### config.mk
export PLATFORM = sky130hd
export DESIGN_NAME = absolute_encoder_multiturn
export DESIGN_NICKNAME = d
export VERILOG_FILES = /design/src/include/abs_enc_pkg.sv /design/src/hdl/absolute_encoder_multiturn.sv /design/src/hdl/multiturn_counter.sv
export SDC_FILE = /design/constraint.sdc
export NUM_CORES = 1
export LEC_CHECK = 0
export BUFFER_PORTS_ARGS = -buffer_cell sky130_fd_sc_hd__buf_2
export CORE_MARGIN = 4
export CORE_UTILIZATION = 45
export DETAILED_ROUTE_END_ITERATION = 12
export GPL_TIMING_DRIVEN = 0
export PLACE_DENSITY = 0.78
export SLEW_MARGIN = 25
export SYNTH_ARGS = -nofsm -noshare
export SYNTH_HDL_FRONTEND = slang
export SYNTH_SLANG_ARGS = --single-unit
### constraint.sdc
create_clock -name clk -period 2.7 [get_ports clk]
set_clock_uncertainty 0.05 [all_clocks]
set_input_delay 0.135 -clock clk [delete_from_list [all_inputs] [get_ports clk]]
set_output_delay 0.135 -clock clk [all_outputs]
set_load 0.1 [all_outputs]
### src/include/abs_enc_pkg.sv
`default_nettype none
package abs_enc_pkg;
  localparam int LIMIT_W = 16;
  localparam int POS_W = 32;
  localparam int CODE_W = 8;
  // usage selector encodings
  localparam logic USAGE_ABSOLUTE = 1'h0;
  localparam logic USAGE_INCREMENTAL = 1'h1;
  // limit value that selects signed multiturn counting
  localparam logic [15:0] LIMIT_SIGNED = 16'hFFFF;
  localparam logic [15:0] LIMIT_RESET = 16'hFFFF;
  localparam logic [15:0] COUNT_RESET = 16'h0000;
  localparam logic [31:0] OFFSET_RESET = 32'h00000000;
  localparam logic [31:0] OFFSET_MAX = 32'h3FFFFFFF;
  localparam logic [31:0] OFFSET_MIN = 32'hC0000001;
  localparam logic [7:0] ADJUST_CODE = 8'h3E;
  // alarm code patterns, bit 2 = out_a, bit 1 = out_b, bit 0 = out_c
  // a zero bit means the pin is driven low (active)
  localparam logic [2:0] CODE_NONE = 3'h7;
  localparam logic [2:0] CODE_MISMATCH = 3'h2;
  localparam logic [2:0] CODE_MONITOR = 3'h0;
  localparam logic [2:0] CODE_BACKUP = 3'h4;
  localparam logic [2:0] CODE_CHECKSUM = 3'h1;
  localparam logic [2:0] CODE_REFUSED = 3'h6;
  typedef enum logic [1:0] {ST_CAPTURE, ST_WAIT_ENC, ST_RUN} start_e;
endpackage : abs_enc_pkg
`default_nettype wire

### src/hdl/absolute_encoder_multiturn.sv
`timescale 1ns/1ns
`default_nettype none
module absolute_encoder_multiturn
(
  input wire logic clk,
  input wire logic resetn,
  input wire logic encoder_usage_select,
  input wire logic [15:0] multiturn_limit_setting,
  input wire logic [31:0] zero_point_offset,
  input wire logic [15:0] enc_limit,
  input wire logic enc_limit_valid,
  input wire logic [31:0] encoder_position,
  input wire logic rev_step_pos,
  input wire logic rev_step_neg,
  input wire logic enc_backup_fail,
  input wire logic enc_checksum_fail,
  input wire logic enc_monitor_fail,
  input wire logic servo_on,
  input wire logic adjust_command,
  input wire logic [7:0] adjust_code,
  input wire logic adjust_rewrite,
  input wire logic operator_multiturn_rewrite,
  input wire logic alarm_clear_command,
  output logic usage_absolute,
  output logic [15:0] active_limit,
  output logic [15:0] multiturn_count,
  output logic [31:0] machine_position,
  output logic setup_done,
  output logic command_refused,
  output logic enc_clear,
  output logic enc_limit_write,
  output logic [15:0] enc_limit_wdata,
  output logic backup_alarm,
  output logic checksum_alarm,
  output logic monitor_alarm,
  output logic multiturn_limit_mismatch_alarm,
  output logic refused_alarm,
  output logic alarm_code_out_a,
  output logic alarm_code_out_b,
  output logic alarm_code_out_c
);
  // power-up capture of offline settings
  abs_enc_pkg::start_e state_r, state_nxt;
  logic usage_r, usage_nxt;
  logic [15:0] limit_r, limit_nxt;
  logic [31:0] offset_r, offset_nxt;
  logic mismatch_r, mismatch_nxt;

  // clamp the offset into its documented signed range
  function automatic logic [31:0] clamp_offset(input logic [31:0] v);
    if (!v[31] && v > abs_enc_pkg::OFFSET_MAX)
      clamp_offset = abs_enc_pkg::OFFSET_MAX;
    else if (v[31] && v < abs_enc_pkg::OFFSET_MIN)
      clamp_offset = abs_enc_pkg::OFFSET_MIN;
    else
      clamp_offset = v;
  endfunction : clamp_offset

  always_comb
  begin
    state_nxt = state_r;
    usage_nxt = usage_r;
    limit_nxt = limit_r;
    offset_nxt = offset_r;
    mismatch_nxt = mismatch_r;
    unique case (state_r)
      abs_enc_pkg::ST_CAPTURE:
      begin
        // settings are taken once per reset so later edits wait
        // for the next power cycle
        usage_nxt = encoder_usage_select;
        limit_nxt = multiturn_limit_setting;
        offset_nxt = clamp_offset(zero_point_offset);
        if (encoder_usage_select == abs_enc_pkg::USAGE_ABSOLUTE)
          state_nxt = abs_enc_pkg::ST_WAIT_ENC;
        else
          state_nxt = abs_enc_pkg::ST_RUN;
      end
      abs_enc_pkg::ST_WAIT_ENC:
        if (enc_limit_valid)
        begin
          mismatch_nxt = (enc_limit != limit_r);
          state_nxt = abs_enc_pkg::ST_RUN;
        end
      abs_enc_pkg::ST_RUN:
        state_nxt = abs_enc_pkg::ST_RUN;
    endcase
  end

  always_ff @(posedge clk or negedge resetn)
  begin
    if (!resetn)
    begin
      state_r <= abs_enc_pkg::ST_CAPTURE;
      usage_r <= abs_enc_pkg::USAGE_ABSOLUTE;
      limit_r <= abs_enc_pkg::LIMIT_RESET;
      offset_r <= abs_enc_pkg::OFFSET_RESET;
      mismatch_r <= 1'b0;
    end
    else
    begin
      state_r <= state_nxt;
      usage_r <= usage_nxt;
      limit_r <= limit_nxt;
      offset_r <= offset_nxt;
      mismatch_r <= mismatch_nxt;
    end
  end

  // commands and alarms
  logic running;
  logic absolute_run;
  logic adj_valid;
  logic setup_req;
  logic rewrite_req;
  logic setup_ok;
  logic rewrite_ok;
  logic backup_r, backup_nxt;
  logic checksum_r, checksum_nxt;
  logic monitor_r, monitor_nxt;
  logic refused_r, refused_nxt;
  logic setup_done_r, setup_done_nxt;
  logic refused_p_r, refused_p_nxt;
  logic wr_r, wr_nxt;
  logic [15:0] wdata_r, wdata_nxt;
  logic [2:0] code_r, code_nxt;
  logic [31:0] pos_r, pos_nxt;
  logic [15:0] count;

  assign running = (state_r == abs_enc_pkg::ST_RUN);
  assign absolute_run = running && (usage_r == abs_enc_pkg::USAGE_ABSOLUTE);
  assign adj_valid = adjust_command &&
    (adjust_code == abs_enc_pkg::ADJUST_CODE);
  assign setup_req = adj_valid && !adjust_rewrite;
  assign rewrite_req = (adj_valid && adjust_rewrite) ||
    operator_multiturn_rewrite;
  assign setup_ok = setup_req && absolute_run && !servo_on;
  assign rewrite_ok = rewrite_req && absolute_run && mismatch_r;

  always_comb
  begin
    // a new failure in the same cycle as a clear is kept
    backup_nxt = (backup_r && !setup_ok) || enc_backup_fail;
    checksum_nxt = (checksum_r && !setup_ok) || enc_checksum_fail;
    monitor_nxt = monitor_r || enc_monitor_fail;
    refused_p_nxt = (setup_req && !setup_ok) ||
      (rewrite_req && !rewrite_ok);
    // ordinary clear only reaches the refused-command alarm
    refused_nxt = (refused_r && !alarm_clear_command) || refused_p_nxt;
    setup_done_nxt = setup_ok;
    wr_nxt = rewrite_ok;
    // the new limit only acts after the next power cycle
    wdata_nxt = rewrite_ok ? limit_r : wdata_r;
    if (monitor_r)
      code_nxt = abs_enc_pkg::CODE_MONITOR;
    else if (backup_r)
      code_nxt = abs_enc_pkg::CODE_BACKUP;
    else if (checksum_r)
      code_nxt = abs_enc_pkg::CODE_CHECKSUM;
    else if (mismatch_r)
      code_nxt = abs_enc_pkg::CODE_MISMATCH;
    else if (refused_r)
      code_nxt = abs_enc_pkg::CODE_REFUSED;
    else
      code_nxt = abs_enc_pkg::CODE_NONE;
    pos_nxt = encoder_position + offset_r;
  end

  always_ff @(posedge clk or negedge resetn)
  begin
    if (!resetn)
    begin
      backup_r <= 1'b0;
      checksum_r <= 1'b0;
      monitor_r <= 1'b0;
      refused_r <= 1'b0;
      refused_p_r <= 1'b0;
      setup_done_r <= 1'b0;
      wr_r <= 1'b0;
      wdata_r <= abs_enc_pkg::LIMIT_RESET;
      code_r <= abs_enc_pkg::CODE_NONE;
      pos_r <= abs_enc_pkg::OFFSET_RESET;
    end
    else
    begin
      backup_r <= backup_nxt;
      checksum_r <= checksum_nxt;
      monitor_r <= monitor_nxt;
      refused_r <= refused_nxt;
      refused_p_r <= refused_p_nxt;
      setup_done_r <= setup_done_nxt;
      wr_r <= wr_nxt;
      wdata_r <= wdata_nxt;
      code_r <= code_nxt;
      pos_r <= pos_nxt;
    end
  end

  // incremental use keeps no multiturn data
  multiturn_counter u_count
  (
    .clk(clk),
    .resetn(resetn),
    .enable(absolute_run),
    .clear(setup_ok),
    .step_pos(rev_step_pos),
    .step_neg(rev_step_neg),
    .limit(limit_r),
    .count(count)
  );

  assign usage_absolute = (usage_r == abs_enc_pkg::USAGE_ABSOLUTE);
  assign active_limit = limit_r;
  assign multiturn_count = count;
  assign machine_position = pos_r;
  assign setup_done = setup_done_r;
  assign enc_clear = setup_done_r;
  assign command_refused = refused_p_r;
  assign enc_limit_write = wr_r;
  assign enc_limit_wdata = wdata_r;
  assign backup_alarm = backup_r;
  assign checksum_alarm = checksum_r;
  assign monitor_alarm = monitor_r;
  assign multiturn_limit_mismatch_alarm = mismatch_r;
  assign refused_alarm = refused_r;
  assign alarm_code_out_a = code_r[2];
  assign alarm_code_out_b = code_r[1];
  assign alarm_code_out_c = code_r[0];
endmodule : absolute_encoder_multiturn
`default_nettype wire

### src/hdl/multiturn_counter.sv
`timescale 1ns/1ns
`default_nettype none
module multiturn_counter
(
  input wire logic clk,
  input wire logic resetn,
  input wire logic enable,
  input wire logic clear,
  input wire logic step_pos,
  input wire logic step_neg,
  input wire logic [15:0] limit,
  output logic [15:0] count
);
  logic [15:0] count_r;
  logic [15:0] count_nxt;
  logic signed_mode;

  assign signed_mode = (limit == abs_enc_pkg::LIMIT_SIGNED);

  always_comb
  begin
    count_nxt = count_r;
    if (clear || !enable)
      count_nxt = abs_enc_pkg::COUNT_RESET;
    else if (step_pos && !step_neg)
    begin
      // signed mode wraps 32767 to -32768 through two's complement
      if (!signed_mode && count_r == limit)
        count_nxt = abs_enc_pkg::COUNT_RESET;
      else
        count_nxt = count_r + 16'h0001;
    end
    else if (step_neg && !step_pos)
    begin
      if (!signed_mode && count_r == abs_enc_pkg::COUNT_RESET)
        count_nxt = limit;
      else
        count_nxt = count_r - 16'h0001;
    end
  end

  always_ff @(posedge clk or negedge resetn)
  begin
    if (!resetn)
      count_r <= abs_enc_pkg::COUNT_RESET;
    else
      count_r <= count_nxt;
  end

  assign count = count_r;
endmodule : multiturn_counter
`default_nettype wire

# After elaboration in Yosys (flattened, before gate mapping)
# Index checks and enable logic that the tools add are counted.
[totals] regBits=126 latchBits=0 ram_bits=0 romBits=0 in_bits=118 mem_count=0
[classes] add_sub_neg=3 multipliers=0 n_div=0 order_cmp=2 eq_ne=7 shifts=0 muxes=15 bitwise_logic=1 reduce_logical=40
[ops] op="2-to-1 mux 16 bit" count=5
[ops] op="2-to-1 mux 32 bit" count=2
[ops] op="adder 32 bit" count=1
[ops] op="> comparator 32 x 30 -> 1 bit, second input constant" count=1
[ops] op="less-than comparator 32 bit, second input constant" count=1
[ops] op="logical AND 1 bit" count=19
[ops] op="adder 16 x 1 -> 16 bit, second input constant" count=1
[ops] op="== test 16 bit" count=1
[ops] op="== test 16 bit, second input constant" count=1
[ops] op="zero test 16 bit" count=1
[ops] op="!= test 16 bit" count=1
[ops] op="subtractor 16 x 1 -> 16 bit, second input constant" count=1
[ops] op="2-to-1 mux 3 bit" count=4
[ops] op="zero test 1 bit" count=10
[ops] op="== test 8 x 6 -> 1 bit, second input constant" count=1
[ops] op="logical OR 1 bit" count=7
[ops] op="case mux 2 bit (3 select lines)" count=1
[ops] op="2-to-1 mux 2 bit" count=2
[ops] op="nonzero test 3 bit" count=1
[ops] op="== test 2 x 1 -> 1 bit, second input constant" count=1
[ops] op="== test 2 bit, second input constant" count=1
[ops] op="zero test 2 bit" count=1
[ops] op="!= test 2 bit, second input constant" count=1
[ops] op="AND reduction 2 bit" count=1
[ops] op="2 further kinds" count=2

# Logic depth before layout (Yosys ltp)
[depth] depth_word=10 depth_mapped=10

# Cells and area by module
# From an unflattened synthesis, not the netlist that was laid out.
[hier_totals] cells_unflattened=809 hier_area_um2=7636.1
[by_module_without_submodules] module="absolute_encoder_multiturn" n_inst=1 cells_per_inst=556 area_each_um2=5811.8 seq_area_each_um2=2796.4
[by_module_without_submodules] module="multiturn_counter" n_inst=1 cells_per_inst=253 area_each_um2=1824.2 seq_area_each_um2=400.4

# Worst setup path before layout
# OpenSTA, ideal clock, no wires.
[synth_timing] path_kind="reg-to-reg" start="register u_count.count_r[5], in the netlist u_count.count[5]" end="register u_count.count_r[12], in the netlist u_count.count[12]" setup_time_ns=0.134 arrival_ns=2.616 path_slack_ns=-0.099 path_stages_with_launch=9 n_path_buf=1 cell_sequence="dfrtp_1 -> buf_2 -> or4_4 -> nor3_4 -> or3b_1 -> xor2_1 -> nand2_1 -> o211ai_1 -> o211ai_2"
[synth_between] elab_chain_len=6 elab_cells_between_ends=11 classes_between="2 x add/sub; 1 x eq/ne; 5 x mux; 3 x reduce/logical"
[synth_lines] item="start, declared" line_no="multiturn_counter.sv:14" text="logic [15:0] count_r;"
[synth_lines] item="start signal, assigned" line_no="multiturn_counter.sv:45" text="count_r <= abs_enc_pkg::COUNT_RESET;"
[synth_lines] item="start signal, assigned" line_no="multiturn_counter.sv:47" text="count_r <= count_nxt;"
[synth_lines] item="branches (longest 4 deep; another with subtractor 16 x 1 -> 16 bit)"
[synth_lines] item="2-to-1 mux 16 bit *" line_no="multiturn_counter.sv:25" text="else if (step_pos && !step_neg)"
[synth_lines] item="2-to-1 mux 16 bit *" line_no="multiturn_counter.sv:23" text="if (clear || !enable)"
# Mark *: on every way between the ends. The select of a mux whose other input is x is not followed.
# A chain may end at the register's enable or synchronous reset.

# Worst setup path after layout
[layout_timing] start="register u_count.count_r[9], in the netlist u_count.count[9]" end="register u_count.count_r[7], in the netlist u_count.count[7]"
[layout_between] elab_chain_len=6 elab_cells_between_ends=9 classes_between="1 x eq/ne; 5 x mux; 3 x reduce/logical"
[layout_lines] item="zero test 16 bit" line_no="multiturn_counter.sv:35" text="if (!signed_mode && count_r == abs_enc_pkg::COUNT_RESET)"
[layout_lines] item="logical AND 1 bit" line_no="multiturn_counter.sv:35"
[layout_lines] item="2-to-1 mux 16 bit" line_no="multiturn_counter.sv:35"
[layout_lines] item="2-to-1 mux 16 bit" line_no="multiturn_counter.sv:33" text="else if (step_neg && !step_pos)"
[layout_lines] item="2-to-1 mux 16 bit *" line_no="multiturn_counter.sv:25"
[layout_lines] item="2-to-1 mux 16 bit *" line_no="multiturn_counter.sv:23"
# Every way passes the cells marked *; elsewhere a longest branch is shown, timed or not. The select of a mux whose other input is x is not followed.

==> flow_metrics.env <==
export IMPL_grtUsageMet3_pct=5.97
export IMPL_firstDrtPassIters=7
export IMPL_nets=1250
export IMPL_cp_data_arrival_time_ns=2.88
export IMPL_cp_end_kind="flip-flop"
export IMPL_fin_cells=1326
export IMPL_crit_type="flip-flop to flip-flop"
export IMPL_outcome="completed"
export IMPL_ys_async_sr_fraction_pct=100
export IMPL_finalWeightedCongestion=0.937
export IMPL_clk_pin_slew_ns=0.06
export IMPL_slew_headroom_pct=46.0
export IMPL_wire_per_inst_um=17.9
export IMPL_routed_via_density=5.51
export IMPL_grtUsageMet2_pct=43.3
export IMPL_startpoint_type="flip-flop"
export IMPL_cts_num_sinks=126
export IMPL_period_minus_slack_ns=2.66
export IMPL_num_antenna_cells=0
export IMPL_dp_cells=1231
export IMPL_ys_warn_count=0
export IMPL_core_area_um2=16600
export IMPL_antenna_found_initial=1
export IMPL_grt_most_used_layer="met2"
export IMPL_place_port_buffers=210
export IMPL_pre_cts_slack_ns=-0.327
export IMPL_setup_slack_ns=0.0385
export IMPL_fmax_mhz=376
export IMPL_grt_usage_pct=24.4
export IMPL_syn_area_um2=7650
export IMPL_hold_viol=0
export IMPL_setup_violations=0
export IMPL_period_share_pct=98.6
export IMPL_drive_above_1_share_pct=33.7
export IMPL_rows=47
export IMPL_synth_seq_cells=126
export IMPL_vias=7307
export IMPL_cts_tree="built"
export IMPL_htreeDepth=4
export IMPL_maxSlewViolCount=0
export IMPL_grt_pass1_wl_mm=38.1
export IMPL_clk_latency_ns=0.41
export IMPL_totalWireLength_mm=23.7
export IMPL_ctsLongestPathBuffers=2
export IMPL_crit_fanout=10
export IMPL_cp_required_ns=2.92
export IMPL_hpwl_mm=16.8
export IMPL_tightest_slew_ns=0.806
export IMPL_drt_iter0_drc=481
export IMPL_synth_cells=800
export IMPL_drv_cap=0
export IMPL_yosysUniqueCellTypes=73
export IMPL_ys_seq_area_share_pct=41.8
export IMPL_rsz0062_at_grt="yes"
export IMPL_synth_ff_type="dfrtp_1"
export IMPL_postRouteAntennaNets=0
export IMPL_syn_nets=957
export IMPL_overflow=0
export IMPL_chipHeight_um=138
export IMPL_die_w_um=138
export IMPL_grt_use_met1_pct=28.9
export IMPL_drc=0
export IMPL_final_util_pct=62.4
export IMPL_ios=211
export IMPL_syn_avg_cell_area_um2=9.56
export IMPL_root_buffer="clkbuf_16"
export IMPL_min_path_type="input pin to flip-flop"
export IMPL_grt_max_degree=91
export IMPL_dieArea_um2=19100
export IMPL_areaGrowthSynthToFinish_pct=35.7
export IMPL_synth_edf_count=0
export IMPL_start_util_pct=46.0
export IMPL_cts_buffers=17
export IMPL_grt_pass1_vias=7462
[layout make-up]
| cell class | instances | area, um^2 |
|---|---|---|
| Buffer | 39 | 203 |
| Clock inverter | 12 | 165 |
| Clock buffer | 20 | 467 |
| Sequential cell | 126 | 3210 |
| Inverter | 54 | 206 |
| Multi-Input combinational cell | 579 | 4130 |
| Tap cell | 220 | 275 |
| Timing Repair Buffer | 276 | 1720 |
| Fill cell | 1351 | 6260 |
[metal layers]
| metal | wire, um | vias to the layer above |
|---|---|---|
| li1 | - | 3470 |
| met1 | 9380 | 3464 |
| met2 | 12000 | 319 |
| met3 | 1800 | 52 |
| met4 | 533 | 2 |
| met5 | 7 | - |
[per-stage QoR]
step	hold WS [ns]	instance area [um^2]	TNS (ns)
detailed placement	-0.0222	9030	-2.67
CTS	0.0319	10300	0
global placement	0.268	8990	-22.67
floorplan	-0.211	7670	0
global route	0.0442	10400	-0.0272
finish	0.0530	10400	0
[worst paths after layout]
check,from,endpoint,slack [ns],depth (start not counted)
worst max-delay path,u_count.count[9],u_count.count[7],0.04,9
worst min-delay path,adjust_rewrite,enc_clear,0.05,4
worst max register to register,u_count.count[9],u_count.count[7],0.04,9
worst min register to register,monitor_alarm,code_r[2],0.43,1
max in group asynchronous,resetn,enc_limit_wdata[2],1.68,3
min in group asynchronous,resetn,u_count.count[4],0.13,2
[state kept, by name (all words and copies together) (netlist names)]
name	flops
active_limit	16
command_refused	1
code_r	3
u_count.count	16
machine_position	32
monitor_alarm	1
usage_r	1
offset_r	32
enc_clear	1
refused_alarm	1
backup_alarm	1
enc_limit_write	1
state_r	2
enc_limit_wdata	16
multiturn_limit_mismatch_alarm	1
checksum_alarm	1
[cell usage after synthesis, drive strengths merged (4+ instances only)]
library cell  count  area share (%)
nand3            12            0.79
mux2             33             4.9
and2              4            0.33
nor2             69             3.4
o31ai             5            0.49
xor2             34             3.9
a21o             18             1.8
a21oi            39             2.6
clkbuf           24             1.2
nand4            16             1.3
o21ai            43             2.9
ha               38             6.2
o21bai            7            0.69
xnor2            39             4.5
inv              54             2.6
dfstp            35              12
and3             10            0.82
nor4             17             1.7
o211ai           15             1.5
nor3             12            0.93
nor2b             5            0.41
a211oi            6            0.59
dfrtp            91              30
buf              17             1.5
o22ai            33             2.7
o221ai            4            0.46
nand2            57             2.8
o21a              6            0.59
a31oi             9            0.74
[logic make-up after synthesis]
kind of cell,after synthesis,share of synthesized area [%]
compound gates,212,18.1
xor+xnor,73,8.36
simple gates,220,14.7
mux,35,5.17
fa+ha+maj,39,6.48
buf+inv,95,5.36
flops,126,41.8
[timing repair]
item,4_1_cts,5_1_grt
gates resized for setup,9,12
endpoints found under the setup margin,19,20
setup buffers,3,3
endpoints found under the hold margin,161,0
pin swaps,3,7
hold buffers,59,0
[worst max-delay path, cell delays in order (launching register included)]
cell	delay (ns)
dfrtp_2	0.40
clkbuf_1	0.19
xor2_1	0.20
nor4_1	0.37
nand4_1	0.28
o211ai_1	0.38
buf_2	0.30
o21ai_0	0.15
nand2_1	0.10
o211ai_1	0.11
[cells in the final DEF, fill, tap and decap left out, drive strengths merged, types with 12 or more instances in the layout]
cell type      n
dfrtp         91
o211ai        15
dfstp         35
buf          235
nor3          12
inv           53
a21oi         39
o21ai         43
a21o          18
ha            38
nand3         12
clkbuf        41
o22ai         33
xnor2         39
nor2          69
dlygate4sd3   59
xor2          34
nand2         57
mux2          33
nand4         16
nor4          17
Power is not shown: default switching activity piles up to over one toggle a cycle in this logic, so the estimate is an artifact.
